## src/include/poe_ctl_pkg.sv

```systemverilog
// Purpose: shared constants and types for the per-port power/class control
// Assumes: 10 MHz clock; count-up tick period is a multiple of the clock
// Notes:   current thresholds are in mA as measured by the class ADC
package poe_ctl_pkg;

  // ---------------------------------------------------------------------
  // operating modes
  // ---------------------------------------------------------------------
  typedef enum logic [1:0] {
    MODE_SHUTDOWN = 2'b00,
    MODE_MANUAL   = 2'b01,
    MODE_SEMIAUTO = 2'b10,
    MODE_AUTO     = 2'b11
  } op_mode_e;

  // ---------------------------------------------------------------------
  // classification current bands (mA)
  // ---------------------------------------------------------------------
  localparam logic [7:0] CLS0_MAX_MA = 8'h05;
  localparam logic [7:0] CLS1_MIN_MA = 8'h08;
  localparam logic [7:0] CLS1_MAX_MA = 8'h0D;
  localparam logic [7:0] CLS2_MIN_MA = 8'h10;
  localparam logic [7:0] CLS2_MAX_MA = 8'h15;
  localparam logic [7:0] CLS3_MIN_MA = 8'h19;
  localparam logic [7:0] CLS3_MAX_MA = 8'h1F;
  localparam logic [7:0] CLS4_MIN_MA = 8'h23;
  localparam logic [7:0] CLS4_MAX_MA = 8'h2D;

  localparam logic [2:0] CLASS_0       = 3'h0;
  localparam logic [2:0] CLASS_1       = 3'h1;
  localparam logic [2:0] CLASS_2       = 3'h2;
  localparam logic [2:0] CLASS_3       = 3'h3;
  localparam logic [2:0] CLASS_4       = 3'h4;
  localparam logic [2:0] CLASS_INVALID = 3'h7;

  // ---------------------------------------------------------------------
  // timing configuration field and timer
  // ---------------------------------------------------------------------
  localparam int         OC_SEL_LSB     = 2;
  localparam int         OC_SEL_MSB     = 3;
  localparam int         OC_CNT_W       = 12;
  localparam int         SLOW_DIV       = 16;
  localparam int         CLK_HZ         = 10_000_000;
  localparam int         TICK_US        = 50;
  localparam int         TICK_CYC       = CLK_HZ / 1_000_000 * TICK_US;
  // full counts for the four overcurrent timeout settings (ticks)
  localparam logic [11:0] OC_FULL_0     = 12'h03C0;
  localparam logic [11:0] OC_FULL_1     = 12'h01E0;
  localparam logic [11:0] OC_FULL_2     = 12'h0780;
  localparam logic [11:0] OC_FULL_3     = 12'h0F00;
  localparam logic [7:0]  TIMING_RST    = 8'h00;

  // ---------------------------------------------------------------------
  // carriers
  // ---------------------------------------------------------------------
  typedef struct packed {
    logic       det_good;     // detection cycle finished with good result
    logic       class_done;   // class measurement valid this cycle
    logic [7:0] class_ma;     // measured class current
  } probe_in_s;

  typedef struct packed {
    logic [2:0] class_code;
    logic       powered;
    logic       oc_fault;
    logic       oc_blocked;
  } port_stat_s;

endpackage

```

## src/rtl/oc_duty_timer.sv

```systemverilog
// Purpose: up/down overcurrent timer with slow countdown and expiry flag
// Assumes: tick is a one-cycle pulse on clk
// Notes:   one counter serves both directions; a divide-by-16 prescaler paces only the countdown
`timescale 1ns/10ps
module oc_duty_timer
  import poe_ctl_pkg::*;
#(
  parameter int W = OC_CNT_W
) (
  input  wire logic         clk,
  input  wire logic         rst_n,
  input  wire logic         tick,
  input  wire logic         over,
  input  wire logic [W-1:0] full,
  output logic              expired,
  output logic              zero,
  output logic [W-1:0]      count
);

  logic [3:0]   pre_ff;
  logic [W-1:0] cnt_ff;
  logic [W-1:0] nxt_cnt;

  // ---------------------------------------------------------------------
  // prescaler
  // ---------------------------------------------------------------------
  always_ff @(posedge clk or negedge rst_n) begin
    if (!rst_n) begin
      pre_ff <= 4'h0;
    end else if (tick) begin
      pre_ff <= pre_ff + 4'h1;
    end
  end

  // ---------------------------------------------------------------------
  // counter
  // ---------------------------------------------------------------------
  always_comb begin
    nxt_cnt = cnt_ff;
    if (tick) begin
      if (over) begin
        if (cnt_ff < full) begin
          nxt_cnt = cnt_ff + {{(W-1){1'b0}}, 1'b1};
        end
      end else if (pre_ff == 4'hF && cnt_ff != '0) begin
        nxt_cnt = cnt_ff - {{(W-1){1'b0}}, 1'b1};
      end
    end
  end

  always_ff @(posedge clk or negedge rst_n) begin
    if (!rst_n) begin
      cnt_ff <= '0;
    end else begin
      cnt_ff <= nxt_cnt;
    end
  end

  assign expired = (cnt_ff >= full);
  assign zero    = (cnt_ff == '0);
  assign count   = cnt_ff;

endmodule

```

## src/rtl/poe_class_overcurrent_timer.sv

```systemverilog
// Operation
// - current bands 0-5, 8-13, 16-21, 25-31, 35-45 mA give classes 0..4
// - class 4 is reserved and is granted class 0 power
// - semiauto/auto classify right after good detection; manual on command
// - decoded class is written to the class status field at the end
// - auto mode powers the port after classification, any class
// - no classification in shutdown, when powered, or class enable clear
// - power on enables gate pull-up; power off selects gate pull-down
// - timer counts up while sensed current exceeds the cut level
// - timer also counts up while output is above power-good level
// - on expiry power is removed at once and the fault bit set
// - timeout length selected by timing configuration bits 3:2
// - without overcurrent or power-good level, timer counts down at one sixteenth rate
// - countdown saturates at zero, never wraps
// - full count means timeout expired
// - after expiry timer drains slowly; no repower until zero
// - manual/semiauto honour power-on only if issued after timer is zero
// - auto repowers only after fresh detection begun after timer zero
// - start-up or overcurrent fault removes power in every mode
// - shutdown disables port and clears event, status (not oc_blocked) and enable bits
//
// Purpose: one port's classification sequencing, gate control, oc timer
// Assumes: probe inputs and commands are synchronous pulses on clk;
//          sense comparators are asynchronous and are synchronised here
// Notes:   analog current limit, foldback and start-up timing live outside
`timescale 1ns/10ps
module poe_class_overcurrent_timer
  import poe_ctl_pkg::*;
#(
  parameter int TICK_CYCLES = TICK_CYC
) (
  input  wire logic       clk,
  input  wire logic       rst_n,
  input  wire op_mode_e   op_mode,
  input  wire logic       class_enable,
  input  wire logic       detect_enable,
  input  wire logic [7:0] timing_cfg,
  input  wire logic       cmd_classify,
  input  wire logic       cmd_power_on,
  input  wire logic       cmd_power_off,
  input  wire logic       fault_clear,
  input  wire logic       startup_fault,
  input  wire probe_in_s  probe,
  input  wire logic       overcurrent_cut_level,
  input  wire logic       power_good_voltage_level,
  output logic            class_start,
  output logic            gate_pull_up,
  output logic            gate_pull_down,
  output logic            oc_fault_event,
  output logic            det_enable_eff,
  output logic            class_enable_eff,
  output port_stat_s      status,
  output logic [2:0]      power_class
);

  typedef enum logic [1:0] {
    ST_IDLE  = 2'b00,
    ST_CLASS = 2'b01,
    ST_ON    = 2'b10
  } port_st_e;

  port_st_e    st_ff;
  logic [1:0]  oc_meta_ff;
  logic [1:0]  oc_sync_ff;
  logic [1:0]  pg_meta_ff;
  logic [1:0]  pg_sync_ff;
  logic [15:0] tick_cnt_ff;
  logic        tick_ff;
  logic [2:0]  class_ff;
  logic        fault_ff;
  logic        fresh_ok_ff;
  logic        class_start_ff;
  logic        on_ff;
  logic        shutdown;
  logic        over;
  logic        expired;
  logic        oc_zero;
  logic [11:0] oc_full;
  logic [2:0]  decoded;
  logic        may_classify;
  logic        power_req;
  logic        power_drop;

  assign shutdown = (op_mode == MODE_SHUTDOWN);

  // ---------------------------------------------------------------------
  // comparator synchronisers
  // ---------------------------------------------------------------------
  always_ff @(posedge clk or negedge rst_n) begin
    if (!rst_n) begin
      oc_meta_ff <= 2'b00;
      oc_sync_ff <= 2'b00;
    end else begin
      oc_meta_ff <= {oc_meta_ff[0], overcurrent_cut_level};
      oc_sync_ff <= {oc_sync_ff[0], power_good_voltage_level};
    end
  end

  // third and fourth stages, only the third is read; first two stages are read by nothing else
  always_ff @(posedge clk or negedge rst_n) begin
    if (!rst_n) begin
      pg_meta_ff <= 2'b00;
      pg_sync_ff <= 2'b00;
    end else begin
      pg_meta_ff <= {pg_meta_ff[0], oc_meta_ff[1]};
      pg_sync_ff <= {pg_sync_ff[0], oc_sync_ff[1]};
    end
  end

  // both conditions feed the up count; only meaningful while powered
  assign over = on_ff & (pg_meta_ff[0] | pg_sync_ff[0]);

  // ---------------------------------------------------------------------
  // count-up tick
  // ---------------------------------------------------------------------
  always_ff @(posedge clk or negedge rst_n) begin
    if (!rst_n) begin
      tick_cnt_ff <= 16'h0000;
      tick_ff     <= 1'b0;
    end else if (tick_cnt_ff == 16'(TICK_CYCLES - 1)) begin
      tick_cnt_ff <= 16'h0000;
      tick_ff     <= 1'b1;
    end else begin
      tick_cnt_ff <= tick_cnt_ff + 16'h0001;
      tick_ff     <= 1'b0;
    end
  end

  // ---------------------------------------------------------------------
  // timeout selection and timer
  // ---------------------------------------------------------------------
  always_comb begin
    unique case (timing_cfg[OC_SEL_MSB:OC_SEL_LSB])
      2'b00: oc_full = OC_FULL_0;
      2'b01: oc_full = OC_FULL_1;
      2'b10: oc_full = OC_FULL_2;
      2'b11: oc_full = OC_FULL_3;
    endcase
  end

  oc_duty_timer #(
    .W (OC_CNT_W)
  ) u_timer (
    .clk     (clk),
    .rst_n   (rst_n),
    .tick    (tick_ff),
    .over    (over),
    .full    (oc_full),
    .expired (expired),
    .zero    (oc_zero),
    .count   ()
  );

  // ---------------------------------------------------------------------
  // class decode
  // ---------------------------------------------------------------------
  always_comb begin
    if (probe.class_ma <= CLS0_MAX_MA) begin
      decoded = CLASS_0;
    end else if (probe.class_ma >= CLS1_MIN_MA &&
                 probe.class_ma <= CLS1_MAX_MA) begin
      decoded = CLASS_1;
    end else if (probe.class_ma >= CLS2_MIN_MA &&
                 probe.class_ma <= CLS2_MAX_MA) begin
      decoded = CLASS_2;
    end else if (probe.class_ma >= CLS3_MIN_MA &&
                 probe.class_ma <= CLS3_MAX_MA) begin
      decoded = CLASS_3;
    end else if (probe.class_ma >= CLS4_MIN_MA &&
                 probe.class_ma <= CLS4_MAX_MA) begin
      decoded = CLASS_4;
    end else begin
      decoded = CLASS_INVALID;
    end
  end

  // reserved class 4 is granted class 0 power
  assign power_class = (class_ff == CLASS_4) ? CLASS_0 : class_ff;

  // ---------------------------------------------------------------------
  // sequencing
  // ---------------------------------------------------------------------
  assign may_classify = !shutdown && !on_ff && class_enable;

  // a fresh good detection or a post-drain command is needed to repower
  assign power_req =
    (op_mode == MODE_AUTO) ? (st_ff == ST_CLASS && probe.class_done &&
                              fresh_ok_ff)
                           : (cmd_power_on && oc_zero && !shutdown);

  assign power_drop = shutdown || cmd_power_off || expired ||
                      startup_fault;

  always_ff @(posedge clk or negedge rst_n) begin
    if (!rst_n) begin
      st_ff          <= ST_IDLE;
      class_start_ff <= 1'b0;
    end else begin
      class_start_ff <= 1'b0;
      unique case (st_ff)
        ST_IDLE: begin
          if (may_classify &&
              ((op_mode != MODE_MANUAL && probe.det_good) ||
               (op_mode == MODE_MANUAL && cmd_classify))) begin
            st_ff          <= ST_CLASS;
            class_start_ff <= 1'b1;
          end
        end
        ST_CLASS: begin
          if (shutdown || on_ff) begin
            st_ff <= ST_IDLE;
          end else if (probe.class_done) begin
            st_ff <= ST_IDLE;
          end
        end
        ST_ON: st_ff <= ST_IDLE;
        default: st_ff <= ST_IDLE;
      endcase
    end
  end

  // detection counts as fresh only if it began with the timer drained
  always_ff @(posedge clk or negedge rst_n) begin
    if (!rst_n) begin
      fresh_ok_ff <= 1'b0;
    end else if (shutdown || !oc_zero || on_ff) begin
      fresh_ok_ff <= 1'b0;
    end else if (probe.det_good) begin
      fresh_ok_ff <= 1'b1;
    end
  end

  // class status field
  always_ff @(posedge clk or negedge rst_n) begin
    if (!rst_n) begin
      class_ff <= CLASS_0;
    end else if (shutdown) begin
      class_ff <= CLASS_0;
    end else if (st_ff == ST_CLASS && probe.class_done) begin
      class_ff <= decoded;
    end
  end

  // ---------------------------------------------------------------------
  // power and gate drive
  // ---------------------------------------------------------------------
  always_ff @(posedge clk or negedge rst_n) begin
    if (!rst_n) begin
      on_ff <= 1'b0;
    end else if (power_drop) begin
      on_ff <= 1'b0;
    end else if (power_req && !expired) begin
      on_ff <= 1'b1;
    end
  end

  assign gate_pull_up   = on_ff;
  assign gate_pull_down = !on_ff;

  // ---------------------------------------------------------------------
  // fault event; a new expiry wins over a clear in the same cycle
  // ---------------------------------------------------------------------
  always_ff @(posedge clk or negedge rst_n) begin
    if (!rst_n) begin
      fault_ff <= 1'b0;
    end else if (on_ff && expired) begin
      fault_ff <= 1'b1;
    end else if (shutdown || fault_clear) begin
      fault_ff <= 1'b0;
    end
  end

  assign oc_fault_event   = fault_ff;
  assign class_start      = class_start_ff;
  assign det_enable_eff   = detect_enable && !shutdown;
  assign class_enable_eff = class_enable && !shutdown;

  assign status.class_code = class_ff;
  assign status.powered    = on_ff;
  assign status.oc_fault   = fault_ff;
  assign status.oc_blocked = !oc_zero;

endmodule

```

## config.mk

```make
export PLATFORM = sky130hd
export DESIGN_NAME = poe_class_overcurrent_timer
export DESIGN_NICKNAME = d
export VERILOG_FILES = /design/src/include/poe_ctl_pkg.sv /design/src/rtl/oc_duty_timer.sv /design/src/rtl/poe_class_overcurrent_timer.sv
export SDC_FILE = /design/constraint.sdc
export NUM_CORES = 1
export LEC_CHECK = 0
export BUFFER_PORTS_ARGS = -buffer_cell sky130_fd_sc_hd__buf_2
export CAP_MARGIN = 15
export CORE_UTILIZATION = 60
export CTS_CLUSTER_DIAMETER = 150
export CTS_CLUSTER_SIZE = 25
export DETAILED_ROUTE_END_ITERATION = 10
export GPL_ROUTABILITY_DRIVEN = 1
export MAX_ROUTING_LAYER = met4
export PLACE_DENSITY = 0.83
export SLEW_MARGIN = 40
export SYNTH_ARGS = -nofsm -noshare
export SYNTH_HDL_FRONTEND = slang
export SYNTH_HIERARCHICAL = 1
export SYNTH_SLANG_ARGS = --single-unit
```

## constraint.sdc

```tcl
create_clock -name clk -period 4.95 [get_ports clk]
set_input_delay 0.99 -clock clk [delete_from_list [all_inputs] [get_ports clk]]
set_output_delay 0.99 -clock clk [all_outputs]
set_load 0.01 [all_outputs]
```

Word level (Yosys, flattened, before mapping)

Index checks and enable logic that the tools add are counted.

Flip-flop bits (word level): 48
Bits of input ports: 31
Output and inout bits: 15
Word-level logic and storage cells: 113

Add/sub/neg operators: 4
Magnitude comparators: 11
Equal/unequal tests: 13
Muxes and demuxes: 27
Bitwise gates (word level): 2
Reduce and logical (&&, ||, !) cells: 42

Operator list:

| kind                    | count |
|---|---|
| $pmux W12 S4            | 1 |
| $mux W12                | 3 |
| $mux W3                 | 7 |
| $logic_and A1 B1 Y1     | 18 |
| $add A16 B1 Y16 const B | 1 |
| $eq A16 B9 Y1 const B   | 1 |
| $ge A8 B5 Y1 const B    | 2 |
| $le A8 B5 Y1 const B    | 2 |
| $mux W16                | 1 |
| $add A12 B1 Y12 const B | 1 |
| $ge A12 B12 Y1          | 1 |
| $logic_not A12 Y1       | 1 |
| $lt A12 B12 Y1          | 1 |
| $reduce_bool A12 Y1     | 1 |
| $sub A12 B1 Y12 const B | 1 |
| $mux W1                 | 10 |
| $reduce_bool A2 Y1      | 5 |
| $ge A8 B4 Y1 const B    | 1 |
| $ge A8 B6 Y1 const B    | 1 |
| $le A8 B3 Y1 const B    | 1 |
| $le A8 B4 Y1 const B    | 1 |
| $le A8 B6 Y1 const B    | 1 |
| $logic_or A1 B1 Y1      | 8 |
| $mux W2                 | 4 |
| other kinds (15)        | 25 |

Longest topological paths before layout

Word-level depth: 9
Mapped depth: 11
Gate-level depth less buffers: 11

Cells and area by module

The synthesis kept the hierarchy.

Modules (own cells, without submodules):

| module                      | instances | cells each | area an instance (um^2) | seq. area each (um^2) |
|---|---|---|---|---|
| oc_duty_timer               | 1         | 166        | 1,517.7                 | 400.4 |
| poe_class_overcurrent_timer | 1         | 143        | 1,480.2                 | 775.7 |

Least setup slack after synthesis

No wires, ideal clock.

Kind: in2reg
Start point: input timing_cfg[3]
End point: register u_timer.cnt_ff[1] (netlist: u_timer/count[1])
Setup time: 0.125 ns
Arrival: 2.887 ns
Data required time: 4.825 ns
Path slack: 1.939 ns
Stages on the path: 10
Path buffers: 0
Cell sequence: inv_1 -> nand2_1 -> inv_1 -> inv_1 -> ha_1 -> a21oi_1 -> o21ai_1 -> a221o_1 -> o31ai_4 -> mux2_2

Longest elaborated chain between the ends: 5
Elaborated cells on any way between the ends: 8
Classes of those cells: 1 x order compare; 4 x eq/ne; 1 x mux; 2 x reduce/logical

Ends and longest elaborated chain:

| what                                       | line                               | source |
|---|---|---|
| start: declaration                         | poe_class_overcurrent_timer.sv:37  | `input wire logic [7:0] timing_cfg,` |
| $eq A2 B2 Y1, or another cell as far along | poe_class_overcurrent_timer.sv:133 | `unique case (timing_cfg[OC_SEL_MSB:OC_SEL_LSB])` |
| $pmux W12 S4 (*)                           | poe_class_overcurrent_timer.sv:133 |  |
| via oc_full[9]                             | poe_class_overcurrent_timer.sv:78  | `logic [11:0] oc_full;` |
| $lt A12 B12 Y1 (*)                         | oc_duty_timer.sv:42                | `if (cnt_ff < full) begin` |
| $ne A2 B1 Y1 (no line) (*)                 | --                                 |  |
| $reduce_and A3 Y1 (no line) (*)            | --                                 |  |
| end signal: assignment                     | oc_duty_timer.sv:55                | `cnt_ff <= nxt_cnt;` |
| end: declaration                           | oc_duty_timer.sv:21                | `logic [W-1:0] cnt_ff;` |

The timed path passes the listed nets; every way through them passes the cells marked *. The select of a mux whose other input is x is not followed.
A chain may end at the register's enable or synchronous reset.

Worst setup path after layout

Start point: register on_ff (netlist: gate_pull_up)
End point: register u_timer.cnt_ff[8] (netlist: u_timer/count[8])

Longest elaborated chain between the ends: 3
Elaborated cells on any way between the ends: 5
Classes of those cells: 1 x eq/ne; 1 x mux; 1 x bitwise; 2 x reduce/logical

Ends and longest elaborated chain:

| what                                                                | line                               | source |
|---|---|---|
| start: declaration                                                  | poe_class_overcurrent_timer.sv:73  | `logic on_ff;` |
| start signal: assignment                                            | poe_class_overcurrent_timer.sv:249 | `on_ff <= 1'b0;` |
| start signal: assignment                                            | poe_class_overcurrent_timer.sv:251 | `on_ff <= 1'b0;` |
| start signal: assignment                                            | poe_class_overcurrent_timer.sv:253 | `on_ff <= 1'b1;` |
| $and A1 B1 Y1 (*)                                                   | poe_class_overcurrent_timer.sv:111 | `assign over = on_ff & (pg_meta_ff[0] \| pg_sync_ff[0]);` |
| via over                                                            | poe_class_overcurrent_timer.sv:75  | `logic over;` |
| $ne A2 B1 Y1 (no line) / $reduce_bool A2 Y1 (equally long branches) | --                                 |  |
| $reduce_and A3 Y1 (no line)                                         | --                                 |  |

The timed path passes the listed nets; every way through them passes the cells marked *.

==> impl_summary.log <==
INFO  metric firstDrtPassIters = 5
INFO  metric synthesis.yosys.warnings = 6
INFO  metric postCtsSetupRepairBufs = 0
INFO  metric clock-root-buffer = clkbuf_8
INFO  metric placementRows = 25
INFO  metric synthesis.area = 3000 sq um
INFO  metric crit_path_cell_chain = inv_1, nor2_1, inv_1, fa_1, a21oi_1, o211ai_1, o41ai_1, xnor2_1, mux2_2
INFO  metric post_drt_via_cell_ratio = 5.70
INFO  metric design_power_total = 0.701 mW
INFO  metric postCtsResizedCells = 0
INFO  metric power_per_cell_area = 209 nW/um^2
INFO  metric dpl_worst_slack = 1.51 ns
INFO  metric startpoint_type = flip-flop
INFO  metric synth_top_area_share = 39.2%
INFO  metric critical_path_buf_inv_count = 2
INFO  metric placed_cells = 412
INFO  metric hold_violations = 0
INFO  metric drv_cap = 0
INFO  metric dpl.hpwl = 4.45 mm
INFO  metric min_period = 3.27 ns
INFO  metric maxUsedRoutingLayer = met4
INFO  metric htree_num_levels = 2
INFO  metric wire_per_inst = 13.9 um
INFO  metric synth_enable_flop_cells = 0
INFO  metric final_nets = 408
INFO  metric required = 5.15 ns
INFO  metric detailroute.wirelength.met3 = 168 um
INFO  metric clock_sinks = 47
INFO  metric max_slew.worst_pin.slew = 0.680 ns
INFO  metric synth_cells = 309
INFO  metric cts.hold.buffers_added = 0
INFO  metric synth.largest_area_cell = dfrtp_1
INFO  metric gp_routability_congestion = 0.852
INFO  metric fmax = 305 MHz
INFO  metric layout_common_cells = dfrtp_1 (47), buf_2 (38), inv_1 (27)
INFO  metric synth_async_sr_flop_share = 100%
INFO  metric grt_start_max_net_pins = 48
INFO  metric global_route.overflow_total = 0
INFO  metric mostFrequentLayoutCell = dfrtp_1
INFO  metric timing.final.ws_setup = 1.68 ns
INFO  metric wl_final = 5.83 mm
INFO  metric synth_area_leaders = dfrtp_1 (39%), ha_1 (10%), xnor2_1 (5.6%)
INFO  metric relSlewSlack = 54.1%
INFO  metric grt_antenna_before_repair = 0
INFO  metric synthesis.area_per_instance = 9.70 sq um
INFO  metric clkLatencyLatePin = 0.31 ns
INFO  metric final_core_util = 70.5%
INFO  metric cellLeakagePower = 1.63 nW
INFO  metric cts_inserted_buffers = 5
INFO  metric power.ir.vdd_worst = 0.000202 V
INFO  metric first_iter_violations = 136
INFO  metric layout-area-overhead-vs-synth = 11.8%
INFO  metric finClkSkew = 0.00787 ns
INFO  metric final-max-slew-violation-count = 0
INFO  metric synth_seq_area_share = 39.2%
INFO  metric worstPathMaxFanout = 13
INFO  metric crit_type = reg -> reg
INFO  metric die-width = 72.7 um
INFO  metric initial_core_util = 63.1%
INFO  metric vias = 2393
INFO  metric hold_path_class = reg -> reg
INFO  metric port_buffers = 39
INFO  metric cts_tree = done
INFO  metric critical-path-slowest-cell = o41ai_1
INFO  metric floorplan.die.height = 72.7 um
INFO  metric drc_errors = 0
INFO  metric layout.filler_cells = 381
INFO  metric rsz0062_at_grt = no
INFO  metric cts.path.max_buffers = 2
INFO  metric cpPeakStageDelay = 0.58 ns
INFO  metric synth-seq-cells = 47
INFO  metric floorplan.die_area = 5280 sq um
INFO  metric drive_gt1_share = 19.0%
INFO  metric wl_met1 = 2.59 mm
INFO  metric postRouteAntennaNets = 0
INFO  metric worst_path_dominant_cell_family = compound AO/OA/AOI/OAI gates
INFO  metric ys_dominant_reg_cell = dfrtp_1
INFO  metric synth.distinct_cells = 51
INFO  metric timing.critical_path.to_type = flip-flop
INFO  metric fin_tns_setup = 0 ns
INFO  metric routed-wl-met2 = 3.00 mm
INFO  metric clk_pin_slew = 0.09 ns
INFO  metric critical_path_arrival = 3.47 ns
INFO  metric first_pass_grt_wire_length = 9.89 mm
INFO  metric report.final.setup_viol = 0
INFO  metric coreArea = 4750 sq um
INFO  metric num_antenna_cells = 0
INFO  metric design.portCount = 46
INFO  metric number_of_global_route_vias_before_repair = 2313
INFO  metric crit_top_cell = inv_1
INFO  metric run_status = finished, final reports clean
INFO  metric non_filler_cells_in_the_finished_layout = 420
INFO  metric globalRouteTotalUtil = 24.9%
INFO  metric min_period_over_period = 66.1%
synthesized netlist by cell type, types with 3 or more instances:
cell	n
nand2_1	22
inv_1	27
a21oi_1	18
a31oi_1	3
and4_1	3
o211ai_1	4
o21a_1	3
nor2_1	18
nand4_1	5
xnor2_1	19
a22o_1	3
xor2_1	6
and3_1	5
o21ai_0	10
nand3_1	11
clkbuf_1	5
dfrtp_1	47
nor3_1	11
nor4_1	6
a211oi_1	4
mux2_2	11
nor2b_1	6
ha_1	24
worst paths after layout:
path,slack (ns),start,depth (start not counted),endpoint
worst max-delay path,1.68,gate_pull_up$_DFFE_PN0P_,9,u_timer/count[8]$_DFFE_PN0P_
worst min-delay path,0.35,oc_sync_ff[0]$_DFF_PN0_,0,oc_sync_ff[1]$_DFF_PN0_
worst max register to register,1.68,gate_pull_up$_DFFE_PN0P_,9,u_timer/count[8]$_DFFE_PN0P_
worst min register to register,0.35,oc_sync_ff[0]$_DFF_PN0_,0,oc_sync_ff[1]$_DFF_PN0_
max in group asynchronous,3.88,rst_n,1,tick_cnt_ff[3]$_DFF_PN0_
min in group asynchronous,0.67,rst_n,1,u_timer/count[5]$_DFFE_PN0P_
cells by family (layout without fill, tap and decap cells):
kind of cell	count (synthesis)	after routing	share of synthesized area, %
compound gates	61	61	13.8
xor+xnor	25	25	7.30
fa+ha+maj	25	25	10.7
buf+inv	34	74	4.51
flops	47	47	39.2
mux	13	13	4.80
other cells	2	6	0.251
simple gates	102	102	19.4
report_power, final:
group / internal (mW) / switching [mW] / leakage (nW)
Combinational: 0.0302 / 0.0386 / 0.970
Clock: 0.102 / 0.133 / 0.0489
Sequential: 0.392 / 0.00553 / 0.609
metal layers:
layer / vias to the layer above / GRT usage, %
met5: - / -
met2: 41 / 42.8
met4: 0 / 8.93
met1: 1152 / 29.7
li1: 1193 / -
met3: 7 / 3.87
metrics by stage:
stage	area [sq um]	hold slack [ns]
after floorplan	3010	0.331
after global placement	3260	0.334
after detailed placement	3260	0.339
after CTS	3350	0.360
after global routing	3350	0.364
final	3350	0.355
state kept, by name, summed over array words and instances, names as in the netlist:
signal          flops
class_ff            3
class_start         1
fresh_ok_ff         1
gate_pull_up        1
oc_fault_event      1
oc_meta_ff          2
oc_sync_ff          2
pg_meta_ff          1
pg_sync_ff          1
st_ff               1
tick_cnt_ff        16
tick_ff             1
u_timer/count      12
u_timer/pre_ff      4
layout make-up:
class	instances	area (sq um)	share of cell area (%)
repair buffers	39	198	5.90
clock inverters	3	22.5	0.672
clock buffers	5	68.8	2.05
inverters	27	101	3.02
flip-flops and latches	47	1180	35.1
multi-input cells	232	1700	50.8
well taps	67	83.8	2.50
No activity file was read; power rests on OpenSTA's default activity.
